File: src/pclcp_map.vh
// Purpose: constants for the control list record processor
// Assumes: 32-bit host memory words, byte addresses
// Notes: included by both design files
`ifndef PCLCP_MAP_VH
`define PCLCP_MAP_VH
// Record offsets
`define PCLCP_OFS_LINK 32'h00000000
`define PCLCP_OFS_STATUS 32'h0000000C
`define PCLCP_OFS_FIRST_CMD 32'h00000018
`define PCLCP_OFS_LAST_PARM 32'h0000007C
// Command word fields
`define PCLCP_CMD_HI 27
`define PCLCP_CMD_LO 24
`define PCLCP_SEL_HI 22
`define PCLCP_SEL_LO 20
`define PCLCP_BIT_INT 19
`define PCLCP_BIT_LAST 18
`define PCLCP_BIT_WSTAT 17
`define PCLCP_BIT_BIGEND 16
`define PCLCP_BIT_MULTI 13
`define PCLCP_BIT_ISO 12
`define PCLCP_CNT_HI 11
// Auxiliary opcodes
`define PCLCP_OP_NOP 4'h0
`define PCLCP_OP_LOAD 4'h3
`define PCLCP_OP_STQ 4'h4
`define PCLCP_OP_STD 4'hB
`define PCLCP_OP_ST0 4'h5
`define PCLCP_OP_ST1 4'h6
`define PCLCP_OP_BRANCH 4'h7
`define PCLCP_OP_ADD 4'hD
`define PCLCP_OP_CMP 4'hE
`define PCLCP_OP_SWAP 4'hF
// Transfer opcodes
`define PCLCP_OP_RCV 4'h1
`define PCLCP_OP_RCVU 4'hA
`define PCLCP_OP_XMT 4'h2
`define PCLCP_OP_RAWX 4'hC
`define PCLCP_OP_H2L 4'h8
`define PCLCP_OP_L2H 4'h9
// Wait and condition selects
`define PCLCP_SEL_NONE 3'h0
`define PCLCP_SEL_RDY1 3'h1
`define PCLCP_SEL_RDY0 3'h2
`define PCLCP_SEL_EXT1 3'h3
`define PCLCP_SEL_EXT0 3'h4
`define PCLCP_SEL_GP2 3'h5
`define PCLCP_SEL_GP3 3'h6
// Status word pieces
`define PCLCP_STAT_MSTERR 32'h20000000
`define PCLCP_STAT_CMP 32'h08000000
// Memory lane enables
`define PCLCP_BE_QUAD 4'hF
`define PCLCP_BE_DBL 4'h3
`endif

File: src/pclcp_wait_eval.v
// Purpose: evaluates wait selects and branch conditions
// Assumes: all inputs synchronous to clk
// Notes: reserved codes give hold=0 for waits, false for branches
`timescale 1ns/1ps
`include "pclcp_map.vh"
module pclcp_wait_eval (
  // Select code and mode
  input wire [2:0] sel,
  input wire is_branch,
  // Condition sources
  input wire ready_flag,
  input wire ext_ready,
  input wire gp2_active,
  input wire gp3_active,
  // Result
  output reg cond_true
);
  // Condition decode
  always @* begin
    case (sel)
      `PCLCP_SEL_NONE: cond_true = ~is_branch;
      `PCLCP_SEL_RDY1: cond_true = ready_flag;
      `PCLCP_SEL_RDY0: cond_true = ~ready_flag;
      `PCLCP_SEL_EXT1: cond_true = ext_ready;
      `PCLCP_SEL_EXT0: cond_true = ~ext_ready;
      `PCLCP_SEL_GP2: cond_true = gp2_active;
      `PCLCP_SEL_GP3: cond_true = gp3_active;
      default: cond_true = ~is_branch;
    endcase
  end
endmodule

File: src/pclcp_processor.v
// Purpose: fetches and executes control list records
// Assumes: one-word memory master, reads answer with mem_ack
// Notes: transfer data movement is handed to outside logic
// Functional notes
// - Bit 13 allows several iso packets per cycle
// - Bit 12 selects iso transmit
// - Sum buffer lengths up to final buffer
// - Local transfers use local base address
// - Bit 18 ends buffer gathering
// - Bit 16 selects byte lane order
// - Aux record: link 0, status C, pairs 18-7C
// - Decode aux opcode bits 27-24
// - Load, store quad/double, zeros, ones
// - Wait select gates load and stores
// - Branch condition selects destination record
// - Status and interrupt before branch
// - Interrupt on bit 19 or master fault
// - Bit 18 marks final aux command
// - Parameter loads data buffer address register
// - Masked compare writes ready flag
// - Swap scratch halves then compare
// - Add three-bit addend to scratch
// - Busy ack reruns whole record
// - Status reflects last executed command
// - Link bit 0 set means invalid
//
// The address map and the address-and-strobe port were chosen for this implementation.
`timescale 1ns/1ps
`include "pclcp_map.vh"
module pclcp_processor #(
  parameter AW = 32
) (
  // Clock and reset
  input wire clk,
  input wire sys_rst,
  // Software command port
  input wire [3:0] reg_addr,
  input wire [31:0] reg_wdata,
  input wire reg_wr,
  input wire reg_rd,
  output reg [31:0] reg_rdata,
  // Host memory master
  output reg mem_req,
  output reg mem_we,
  output reg [AW-1:0] mem_addr,
  output reg [31:0] mem_wdata,
  output reg [3:0] mem_be,
  input wire mem_ack,
  input wire mem_err,
  input wire [31:0] mem_rdata,
  // Wait and branch sources
  input wire ext_ready,
  input wire gp2_active,
  input wire gp3_active,
  // Transfer engine handoff
  output reg xfer_start,
  output reg [3:0] xfer_cmd,
  output reg xfer_iso,
  output reg xfer_multi,
  output reg xfer_big_endian,
  output reg xfer_wait_status,
  output reg [AW-1:0] xfer_host_addr,
  output reg [AW-1:0] xfer_local_addr,
  output reg [15:0] xfer_total_len,
  input wire xfer_done,
  input wire xfer_busy_ack,
  input wire [31:0] xfer_status,
  // Events
  output reg pcl_irq,
  output reg halt_irq
);
  // Software register indexes
  localparam [3:0] R_CTRL = 4'h0;
  localparam [3:0] R_LIST = 4'h1;
  localparam [3:0] R_LBASE = 4'h2;
  localparam [3:0] R_SCRATCH = 4'h3;
  localparam [3:0] R_READY = 4'h4;
  localparam [3:0] R_STATE = 4'h5;
  // States
  localparam [3:0] S_IDLE = 4'h0;
  localparam [3:0] S_LINK = 4'h1;
  localparam [3:0] S_CMD = 4'h2;
  localparam [3:0] S_PARM = 4'h3;
  localparam [3:0] S_EXEC = 4'h4;
  localparam [3:0] S_MEM = 4'h5;
  localparam [3:0] S_STAT = 4'h6;
  localparam [3:0] S_NEXT = 4'h7;
  localparam [3:0] S_XCTL = 4'h8;
  localparam [3:0] S_XPTR = 4'h9;
  localparam [3:0] S_XRUN = 4'hA;
  localparam [3:0] S_HALT = 4'hB;

  // Sum of three-bit addend into scratch
  function [31:0] add_small;
    input [31:0] a;
    input [2:0] b;
    begin
      add_small = a + {29'h0000000, b};
    end
  endfunction

  // Masked compare of low half
  function masked_eq;
    input [31:0] tmp;
    input [31:0] prm;
    begin
      masked_eq = ~|((tmp[15:0] ^ prm[15:0]) & prm[31:16]);
    end
  endfunction

  reg [3:0] state; // Current state
  reg enable; // Channel enable from software
  reg [AW-1:0] rec_addr; // Current record address
  reg [AW-1:0] list_ptr; // Software list pointer
  reg [AW-1:0] lbase; // Local bus base address
  reg [AW-1:0] word_addr; // Next command word address
  reg [31:0] scratch; // Scratch register
  reg ready_flag; // Ready flag bit 0
  reg [31:0] cmd_word; // Latched command word
  reg [31:0] buf_addr; // Current data buffer address
  reg [31:0] first_ctl; // First transfer control word
  reg [15:0] len_sum; // Gathered length
  reg branch_taken; // Branch pending after status
  reg mst_err; // Master fault seen
  reg [31:0] status_word; // Status to write
  wire [3:0] op; // Opcode field
  wire cond_true; // Wait or branch condition
  wire is_xfer; // Transfer opcode

  assign op = cmd_word[`PCLCP_CMD_HI:`PCLCP_CMD_LO];
  assign is_xfer = (op == `PCLCP_OP_RCV) || (op == `PCLCP_OP_RCVU) ||
                   (op == `PCLCP_OP_XMT) || (op == `PCLCP_OP_RAWX) ||
                   (op == `PCLCP_OP_H2L) || (op == `PCLCP_OP_L2H);

  // Condition evaluation
  pclcp_wait_eval u_wait (
    .sel(cmd_word[`PCLCP_SEL_HI:`PCLCP_SEL_LO]),
    .is_branch(op == `PCLCP_OP_BRANCH),
    .ready_flag(ready_flag),
    .ext_ready(ext_ready),
    .gp2_active(gp2_active),
    .gp3_active(gp3_active),
    .cond_true(cond_true)
  );

  // Software read port, data one cycle later
  always @(posedge clk or posedge sys_rst) begin
    if (sys_rst) begin
      reg_rdata <= 32'h00000000;
    end else if (reg_rd) begin
      case (reg_addr)
        R_CTRL: reg_rdata <= {31'h00000000, enable};
        R_LIST: reg_rdata <= list_ptr;
        R_LBASE: reg_rdata <= lbase;
        R_SCRATCH: reg_rdata <= scratch;
        R_READY: reg_rdata <= {31'h00000000, ready_flag};
        R_STATE: reg_rdata <= {28'h0000000, state};
        default: reg_rdata <= 32'h00000000;
      endcase
    end else begin
      reg_rdata <= 32'h00000000;
    end
  end

  // Main sequencer
  always @(posedge clk or posedge sys_rst) begin
    if (sys_rst) begin
      state <= S_IDLE;
      enable <= 1'b0;
      rec_addr <= 32'h00000000;
      list_ptr <= 32'h00000001;
      lbase <= 32'h00000000;
      word_addr <= 32'h00000000;
      scratch <= 32'h00000000;
      ready_flag <= 1'b0;
      cmd_word <= 32'h00000000;
      buf_addr <= 32'h00000000;
      first_ctl <= 32'h00000000;
      len_sum <= 16'h0000;
      branch_taken <= 1'b0;
      mst_err <= 1'b0;
      status_word <= 32'h00000000;
      mem_req <= 1'b0;
      mem_we <= 1'b0;
      mem_addr <= 32'h00000000;
      mem_wdata <= 32'h00000000;
      mem_be <= 4'h0;
      xfer_start <= 1'b0;
      xfer_cmd <= 4'h0;
      xfer_iso <= 1'b0;
      xfer_multi <= 1'b0;
      xfer_big_endian <= 1'b0;
      xfer_wait_status <= 1'b0;
      xfer_host_addr <= 32'h00000000;
      xfer_local_addr <= 32'h00000000;
      xfer_total_len <= 16'h0000;
      pcl_irq <= 1'b0;
      halt_irq <= 1'b0;
    end else begin
      xfer_start <= 1'b0;
      pcl_irq <= 1'b0;
      halt_irq <= 1'b0;
      // Software writes
      if (reg_wr) begin
        case (reg_addr)
          R_CTRL: enable <= reg_wdata[0];
          R_LIST: list_ptr <= reg_wdata;
          R_LBASE: lbase <= reg_wdata;
          R_SCRATCH: scratch <= reg_wdata;
          R_READY: ready_flag <= reg_wdata[0];
          default: ;
        endcase
      end
      case (state)
        // Wait for a valid pointer and enable
        S_IDLE: begin
          if (enable && !list_ptr[0]) begin
            mem_req <= 1'b1;
            mem_we <= 1'b0;
            mem_addr <= list_ptr + `PCLCP_OFS_LINK;
            state <= S_LINK;
          end
        end
        // Link word of pointed record
        S_LINK: begin
          if (mem_ack) begin
            mem_req <= 1'b0;
            if (mem_err || mem_rdata[0]) begin
              state <= S_HALT;
            end else begin
              rec_addr <= mem_rdata;
              word_addr <= mem_rdata + `PCLCP_OFS_FIRST_CMD;
              mem_req <= 1'b1;
              mem_addr <= mem_rdata + `PCLCP_OFS_FIRST_CMD;
              state <= S_CMD;
            end
          end
        end
        // Command word
        S_CMD: begin
          if (mem_ack) begin
            cmd_word <= mem_rdata;
            mem_addr <= word_addr + 32'h00000004;
            word_addr <= word_addr + 32'h00000008;
            mst_err <= mem_err;
            state <= mem_err ? S_STAT : S_PARM;
            mem_req <= ~mem_err;
          end
        end
        // Parameter word
        S_PARM: begin
          if (mem_ack) begin
            mem_req <= 1'b0;
            buf_addr <= mem_rdata;
            mst_err <= mem_err;
            if (mem_err) begin
              state <= S_STAT;
            end else if (is_xfer) begin
              first_ctl <= cmd_word;
              len_sum <= {4'h0, cmd_word[`PCLCP_CNT_HI:0]};
              xfer_host_addr <= mem_rdata;
              if (cmd_word[`PCLCP_BIT_LAST]) begin
                state <= S_XRUN;
                xfer_start <= 1'b1;
                xfer_total_len <= {4'h0, cmd_word[`PCLCP_CNT_HI:0]};
              end else begin
                mem_req <= 1'b1;
                mem_addr <= word_addr;
                state <= S_XCTL;
              end
            end else begin
              state <= S_EXEC;
            end
          end
        end
        // Execute one auxiliary command
        S_EXEC: begin
          case (op)
            `PCLCP_OP_LOAD, `PCLCP_OP_STQ, `PCLCP_OP_STD,
            `PCLCP_OP_ST0, `PCLCP_OP_ST1: begin
              if (cond_true) begin
                mem_req <= 1'b1;
                mem_addr <= buf_addr;
                mem_we <= (op != `PCLCP_OP_LOAD);
                mem_be <= (op == `PCLCP_OP_STD) ? `PCLCP_BE_DBL :
                          `PCLCP_BE_QUAD;
                mem_wdata <= (op == `PCLCP_OP_ST0) ? 32'h00000000 :
                             (op == `PCLCP_OP_ST1) ? 32'hFFFFFFFF :
                             scratch;
                state <= S_MEM;
              end
            end
            `PCLCP_OP_ADD: begin
              scratch <= add_small(scratch, buf_addr[2:0]);
              state <= S_NEXT;
            end
            `PCLCP_OP_CMP: begin
              ready_flag <= masked_eq(scratch, buf_addr);
              state <= S_NEXT;
            end
            `PCLCP_OP_SWAP: begin
              scratch <= {scratch[15:0], scratch[31:16]};
              ready_flag <= masked_eq({scratch[15:0], scratch[31:16]},
                                      buf_addr);
              state <= S_NEXT;
            end
            `PCLCP_OP_BRANCH: begin
              branch_taken <= cond_true;
              state <= cond_true ? S_STAT : S_NEXT;
            end
            default: state <= S_NEXT;
          endcase
        end
        // Memory access of load or store
        S_MEM: begin
          if (mem_ack) begin
            mem_req <= 1'b0;
            mem_we <= 1'b0;
            mst_err <= mem_err;
            if (op == `PCLCP_OP_LOAD && !mem_err) begin
              scratch <= mem_rdata;
            end
            state <= mem_err ? S_STAT : S_NEXT;
          end
        end
        // Following command or finish record
        S_NEXT: begin
          if (cmd_word[`PCLCP_BIT_LAST] ||
              word_addr > rec_addr + `PCLCP_OFS_LAST_PARM) begin
            state <= S_STAT;
          end else begin
            mem_req <= 1'b1;
            mem_addr <= word_addr;
            state <= S_CMD;
          end
        end
        // Gather following buffer control words
        S_XCTL: begin
          if (mem_ack) begin
            mem_addr <= word_addr + 32'h00000004;
            word_addr <= word_addr + 32'h00000008;
            len_sum <= len_sum + {4'h0, mem_rdata[`PCLCP_CNT_HI:0]};
            mst_err <= mem_err;
            if (mem_err) begin
              mem_req <= 1'b0;
              state <= S_STAT;
            end else begin
              mem_req <= 1'b1;
              cmd_word <= mem_rdata;
              state <= S_XPTR;
            end
          end
        end
        // Buffer pointer after a control word
        S_XPTR: begin
          if (mem_ack) begin
            mem_req <= 1'b0;
            mst_err <= mem_err;
            if (mem_err) begin
              state <= S_STAT;
            end else if (cmd_word[`PCLCP_BIT_LAST]) begin
              xfer_start <= 1'b1;
              xfer_total_len <= len_sum;
              state <= S_XRUN;
            end else begin
              mem_req <= 1'b1;
              mem_addr <= word_addr;
              state <= S_XCTL;
            end
          end
        end
        // Transfer owned by the data engine
        S_XRUN: begin
          xfer_cmd <= first_ctl[`PCLCP_CMD_HI:`PCLCP_CMD_LO];
          xfer_iso <= first_ctl[`PCLCP_BIT_ISO] &&
                      (first_ctl[27:24] == `PCLCP_OP_XMT ||
                       first_ctl[27:24] == `PCLCP_OP_RAWX);
          xfer_multi <= first_ctl[`PCLCP_BIT_MULTI] &&
                        (first_ctl[27:24] == `PCLCP_OP_XMT ||
                         first_ctl[27:24] == `PCLCP_OP_RAWX);
          xfer_big_endian <= first_ctl[`PCLCP_BIT_BIGEND];
          xfer_wait_status <= first_ctl[`PCLCP_BIT_WSTAT];
          xfer_local_addr <= lbase;
          if (xfer_busy_ack) begin
            mem_req <= 1'b1;
            mem_addr <= rec_addr + `PCLCP_OFS_FIRST_CMD;
            word_addr <= rec_addr + `PCLCP_OFS_FIRST_CMD;
            state <= S_CMD;
          end else if (xfer_done) begin
            status_word <= xfer_status;
            cmd_word <= first_ctl;
            state <= S_STAT;
          end
        end
        // Write record status
        S_STAT: begin
          if (!mem_req) begin
            mem_req <= 1'b1;
            mem_we <= 1'b1;
            mem_be <= `PCLCP_BE_QUAD;
            mem_addr <= rec_addr + `PCLCP_OFS_STATUS;
            mem_wdata <= mst_err ? `PCLCP_STAT_MSTERR :
                         is_xfer ? status_word : `PCLCP_STAT_CMP;
          end else if (mem_ack) begin
            mem_req <= 1'b0;
            mem_we <= 1'b0;
            pcl_irq <= cmd_word[`PCLCP_BIT_INT] | mst_err;
            if (mst_err) begin
              state <= S_HALT;
            end else if (branch_taken) begin
              branch_taken <= 1'b0;
              list_ptr <= buf_addr;
              state <= S_IDLE;
            end else begin
              list_ptr <= rec_addr;
              state <= S_IDLE;
            end
          end
        end
        // Channel stops
        S_HALT: begin
          halt_irq <= 1'b1;
          enable <= 1'b0;
          mst_err <= 1'b0;
          state <= S_IDLE;
        end
        default: state <= S_IDLE;
      endcase
    end
  end
endmodule

File: config.mk
export PLATFORM = sky130hd
export DESIGN_NAME = pclcp_processor
export DESIGN_NICKNAME = d
export VERILOG_FILES = /design/src/pclcp_wait_eval.v /design/src/pclcp_processor.v
export VERILOG_INCLUDE_DIRS = /design/src
export SDC_FILE = /design/constraint.sdc
export NUM_CORES = 2
export LEC_CHECK = 0
export BUFFER_PORTS_ARGS = -buffer_cell sky130_fd_sc_hd__buf_2
export CELL_PAD_IN_SITES_DETAIL_PLACEMENT = 1
export CELL_PAD_IN_SITES_GLOBAL_PLACEMENT = 2
export CORE_AREA = 5 5 293 295
export CTS_BUF_LIST = sky130_fd_sc_hd__clkbuf_16
export DETAILED_ROUTE_END_ITERATION = 8
export DIE_AREA = 0 0 298 300
export GPL_ROUTABILITY_DRIVEN = 0
export HOLD_SLACK_MARGIN = 0.1
export PLACE_DENSITY_LB_ADDON = 0.2
export REMOVE_ABC_BUFFERS = 1
export SYNTH_ARGS = -nofsm -noshare
export SYNTH_HDL_FRONTEND = slang
export SYNTH_SLANG_ARGS = --single-unit
File: constraint.sdc
create_clock -name clk -period 33.1 [get_ports clk]
set_input_delay 3.31 -clock clk [delete_from_list [all_inputs] [get_ports clk]]
set_output_delay 3.31 -clock clk [all_outputs]
set_load 0.03 [all_outputs]
* Word level (Yosys, flattened, before mapping)
Index checks and enable logic that the tools add are counted.
Word-level totals: register bits 505, input bits 111, output and inout bits 193, logic and storage cells 314
Cells by class: $add $sub $neg 8, order comparisons 1, eq/ne operators 69, mux-type cells 142, bitwise gates (word level) 11, reductions and logical operators 51
Operators with widths (count):
- 32-bit 2-to-1 mux | 40
- 32-bit case mux with 9 select lines | 1
- 32-bit case mux with 2 select lines | 3
- 32-bit case mux with 3 select lines | 2
- 32-bit case mux with 6 select lines | 1
- 16-bit 2-to-1 mux | 11
- 4-bit 2-to-1 mux | 22
- 32-bit by 4-bit adder with 32-bit output, second input constant | 2
- 32-bit by 5-bit adder with 32-bit output, second input constant | 2
- 16-bit case mux with 2 select lines | 2
- 4-bit == test, second input constant | 13
- 2-bit != test, second input constant | 24
- 1-bit 2-to-1 mux | 47
- 4-bit case mux with 11 select lines | 1
- 4-bit by 3-bit == test with 1-bit output, second input constant | 10
- 32-bit by 3-bit adder with 32-bit output | 1
- 32-bit by 3-bit adder with 32-bit output, second input constant | 1
- 32-bit by 7-bit adder with 32-bit output, second input constant | 1
- 16-bit AND | 2
- 32-bit greater-than comparator | 1
- 16-bit OR reduction | 2
- 16-bit XOR | 2
- 4-bit by 2-bit == test with 1-bit output, second input constant | 7
- 16-bit by 12-bit adder with 16-bit output | 1
- other kinds (36) | 83

* Longest topological paths before layout
word-level depth 10, gate-level depth with buffers 17, gate-level depth less buffers 16

* Cells and area by module
A second synthesis with hierarchy kept.
Second synthesis, totals: cell total of the unflattened synthesis 3112, area, all modules 28532.4 µm²
By module, submodules not included:
- pclcp_processor | times used 1, cells an instance 3101, area an instance 28463.5 µm², seq. area each 12238.0 µm²
- pclcp_wait_eval | times used 1, cells an instance 11, area an instance 68.8 µm², seq. area each 0.0 µm²

* Worst setup path after synthesis
OpenSTA, ideal clock, no wires.
kind input to register, start input mem_rdata[5], end register mem_addr[16], library setup time 0.127 ns, arrival time 5.391 ns, required time 32.973 ns, setup slack 27.581 ns, stages 8, path buffers 1, cell sequence clkbuf_1 > o2111ai_1 > nor3_1 > and3_1 > xnor2_1 > o22ai_1 > o32a_1 > mux2_1
Between the ends: word-level cells in the longest chain between the ends 4
RTL lines:
- from (decl) | RTL line pclcp_processor.v:50 | input wire [31:0] mem_rdata,
- 32-bit by 5-bit adder with 32-bit output (no line)
- 32-bit 2-to-1 mux | RTL line pclcp_processor.v:228 | if (mem_err || mem_rdata[0]) begin
- 32-bit 2-to-1 mux | RTL line pclcp_processor.v:226 | if (mem_ack) begin
- 32-bit case mux with 9 select lines | RTL line pclcp_processor.v:214 | case (state)
- to (signal assigned) | RTL line pclcp_processor.v:220 | mem_addr <= list_ptr + `PCLCP_OFS_LINK;
- to (signal assigned) | RTL line pclcp_processor.v:234 | mem_addr <= mem_rdata + `PCLCP_OFS_FIRST_CMD;
- to (signal assigned) | RTL line pclcp_processor.v:243 | mem_addr <= word_addr + 32'h00000004;
- to (decl) | RTL line pclcp_processor.v:45 | output reg [AW-1:0] mem_addr,
Every way passes these cells. The select of a mux whose other input is x is not followed. A chain may end at the register's enable or synchronous reset.

* Worst setup path after layout
start register rec_addr[20], end register mem_addr[27]
Between the ends: word-level cells in the longest chain between the ends 5, elaborated cells on any way between the ends 10, classes of those cells 3 x add/sub; 1 x order compare; 1 x eq/ne; 3 x mux; 2 x reduce/logical
RTL lines:
- from (decl) | RTL line pclcp_processor.v:113 | reg [AW-1:0] rec_addr;
- from (signal assigned) | RTL line pclcp_processor.v:231 | rec_addr <= mem_rdata;
- 32-bit by 7-bit adder with 32-bit output (no line)
- 32-bit greater-than comparator (no line)
- 1-bit logical OR (no line)
- 2-bit != test (no line)
- 15-bit AND reduction (no line)
Parallel ways exist; a longest one is shown, timed or not. The select of a mux whose other input is x is not followed.

==> flow_metrics.env <==
export IMPL_wl_um=133200
export IMPL_power_uw=3657
export IMPL_ys_top_cells_by_count="589 x nand2_1, 488 x dfrtp_1, 299 x nor2_1"
export IMPL_post_drt_wl_per_cell_um=29.50
export IMPL_ys_seq_area_frac=0.4264
export IMPL_synth_top_area_frac=0.4255
export IMPL_cts_root_buf="clkbuf_16"
export IMPL_dieArea_um2=89400
export IMPL_avgViaCountPerCell=6.103
export IMPL_route_detailed_drc=0
export IMPL_period_minus_slack_ns=6.021
export IMPL_cts_resized_gates=0
export IMPL_antenna_found_initial=4
export IMPL_io_pins=304
export IMPL_hold_ws_ns=0.4706
export IMPL_period_share=0.1819
export IMPL_yosys_area_top_type="dfrtp_1"
export IMPL_switchingPower_uw=1788
export IMPL_p_leak_uw=0.01478
export IMPL_crit_type="flop to flop"
export IMPL_rr_endpoint="mem_addr[27]"
export IMPL_status="finished, final reports clean"
export IMPL_r2r_slack_ns=27.08
export IMPL_die_y_um=300
export IMPL_switching_share=0.4888
export IMPL_slew_viol_final=0
export IMPL_hold_violations=0
export IMPL_p_int_uw=1869
export IMPL_synth_cells=3244
export IMPL_grt_pass1_vias=28460
export IMPL_vdd_drop_max_mv=0.04725
export IMPL_drt_iter0_markers=2683
export IMPL_grt_max_degree=149
export IMPL_cts_sinks=489
export IMPL_power_density_nw_per_um2=110.6
export IMPL_dieWidth_um=298
export IMPL_critPathArrivalTime_ns=6.54
export IMPL_finalNonFillerCells=4513
export IMPL_ys_seq_elements=489
export IMPL_grt_pass1_wl_um=195100
export IMPL_grt_use_total=0.2857
export IMPL_cap_violations=0
export IMPL_crit_required_ns=33.62
export IMPL_synth_distinct_cells=83
export IMPL_row_count=106
export IMPL_place_hpwl_um=95420
export IMPL_start_util=0.3463
export IMPL_cts_hold_buf=0
export IMPL_vias=27550
export IMPL_synth_ff_type="dfrtp_1"
export IMPL_cts_buffers=60
export IMPL_ant_nets=0
export IMPL_power_share_sequential=0.349
export IMPL_core_area_um2=82890
export IMPL_cts_buffer_depth=3
export IMPL_cts_tree="built"
export IMPL_netlist_area_um2=28700
export IMPL_synthArstFlopShare=1.000
export IMPL_final_util=0.3991
export IMPL_clkTransAtPathRegs_ns=0.06
export IMPL_slew_headroom=0.1023
export IMPL_setup_tns_final_ns=0
export IMPL_crit_path_end_kind="flop"
export IMPL_synth_edf_count=0
export IMPL_portBuffers=303
export IMPL_synth_most_common_cell="nand2_1"
export IMPL_synthTopCellsByArea="dfrtp_1 43%, nand2_1 7.7%, mux2_2 5.1%"
export IMPL_dp_cells=4401
export IMPL_hold_path_depth=2
export IMPL_clk_latency_ns=0.65
export IMPL_setup_viol=0
export IMPL_critPathLaunchType="flop"
export IMPL_dr_pass1_iters=6
export IMPL_p_comb_frac=0.466
export IMPL_rsz0062_at_grt="false"
export IMPL_crit_fanout=25
export IMPL_clkPwrFrac=0.185
export IMPL_max_freq_mhz=166.1
export IMPL_areaGrowthSynthToFinish_pct=15.25
export IMPL_timing_rr_start="rec_addr[20]"
export IMPL_ys_warn_count=0
export IMPL_syn_area_per_cell_um2=8.848
export IMPL_htree_levels=2
export IMPL_fin_skew_ns=0.01900
export IMPL_gr_total_overflow=0
export IMPL_r2r_cells=13
export IMPL_hold_path_class="flop to flop"
export IMPL_final_net_count=3551
export IMPL_cts_setup_buffers=0
export IMPL_worstMarginPinSlew_ns=1.334
export IMPL_min_from="xfer_host_addr[31]"
export IMPL_worstHoldEndpoint="xfer_host_addr[31]"
export IMPL_layout_drive_gt1_share=0.1827
## layout make-up
cell class | count | area, µm²
sequential | 489 | 12240
clock buffer | 61 | 1526
timing repair buffer | 362 | 1972
inverter | 39 | 153.9
multi-input combinational | 2431 | 15370
tap | 1080 | 1351
clock inverter | 49 | 465.4
antenna | 2 | 5.005
fill | 9578 | 49810
## per-stage QoR
stage          setup slack (ns)  instance area [µm²]
6_report                  27.08                33080
5_1_grt                   26.85                33080
4_1_cts                   27.18                33080
3_5_place_dp              26.63                31080
3_3_place_gp              26.63                31080
2_1_floorplan             16.14                27580
## cells in the final DEF, fill, tap and decap left out, drive strengths merged, types with 18 or more instances in the layout
cell type  count
a211oi        46
a21oi        158
a221o         22
a221oi        27
a222oi        50
a22oi         23
a2bb2oi       33
a31oi         81
and3          25
buf          362
clkbuf        61
clkinv        30
dfrtp        488
ha            55
inv           46
mux2         156
mux2i         48
nand2        589
nand3         73
nand4         52
nor2         300
nor2b         46
nor3          56
nor4          24
o21ai        141
o221ai        30
o22ai         18
xnor2         75
xor2         102
## per-layer routing
layer | global-route usage | routed length, µm
met1 | 0.3812 | 56230
met3 | 0.05098 | 10090
met2 | 0.4559 | 59930
met5 | 0 | 16
met4 | 0.1278 | 6887
## worst max-delay path, stage by stage (launching register included)
cell	delay [ns]
dfrtp_1	0.74
nand3_1	0.36
or2_2	0.39
nor3_1	0.76
nand3_1	0.18
xor2_1	0.23
ha_1	0.32
nand4_1	0.23
or4_1	0.67
nor4_1	0.24
a211oi_1	0.17
nor4b_4	0.62
buf_4	0.52
mux2_2	0.39
## logic make-up (layout without fill, tap and decap cells)
group,Yosys count,count (layout),share of synthesized area
XOR/XNOR,177,177,0.05401
buffers and inverters,324,511,0.04411
flip-flops,489,489,0.4264
adder cells (fa/ha/maj),58,58,0.02572
AO/OA/AOI/OAI,733,733,0.1757
AND/OR/NAND/NOR,1258,1258,0.1954
other,0,2,0
multiplexers,205,205,0.07873
## worst max path at each step
stage	to	startpoint
6_report	mem_addr[27]	rec_addr[20]
4_1_cts	mem_addr[27]	rec_addr[3]
5_1_grt	mem_addr[23]	rec_addr[3]
3_3_place_gp	mem_addr[19]	mem_rdata[3]
3_5_place_dp	mem_addr[19]	mem_rdata[3]
2_1_floorplan	branch_taken	sys_rst
## power by group through the flow
stage | Sequential, µW | Combinational, µW | Clock (µW)
6_report | 1280 | 1700 | 676
5_1_grt | 1300 | 1830 | 716
4_1_cts | 1260 | 1700 | 691
3_5_place_dp | 1270 | 1680 | 0
3_3_place_gp | 1260 | 1640 | 0
2_1_floorplan | 1260 | 948 | 0
## flip-flops by register name, indices dropped and copies added, names as in the netlist, 2 cells and up
| register | count |
|---|---|
| xfer_cmd | 4 |
| mem_addr | 32 |
| list_ptr | 32 |
| xfer_local_addr | 32 |
| cmd_word | 25 |
| reg_rdata | 32 |
| rec_addr | 32 |
| xfer_host_addr | 32 |
| buf_addr | 32 |
| len_sum | 16 |
| lbase | 32 |
| state | 4 |
| status_word | 32 |
| word_addr | 32 |
| scratch | 32 |
| mem_wdata | 32 |
| first_ctl | 25 |
| xfer_total_len | 16 |
| mem_be | 2 |
(Power assumes the default switching activity.)
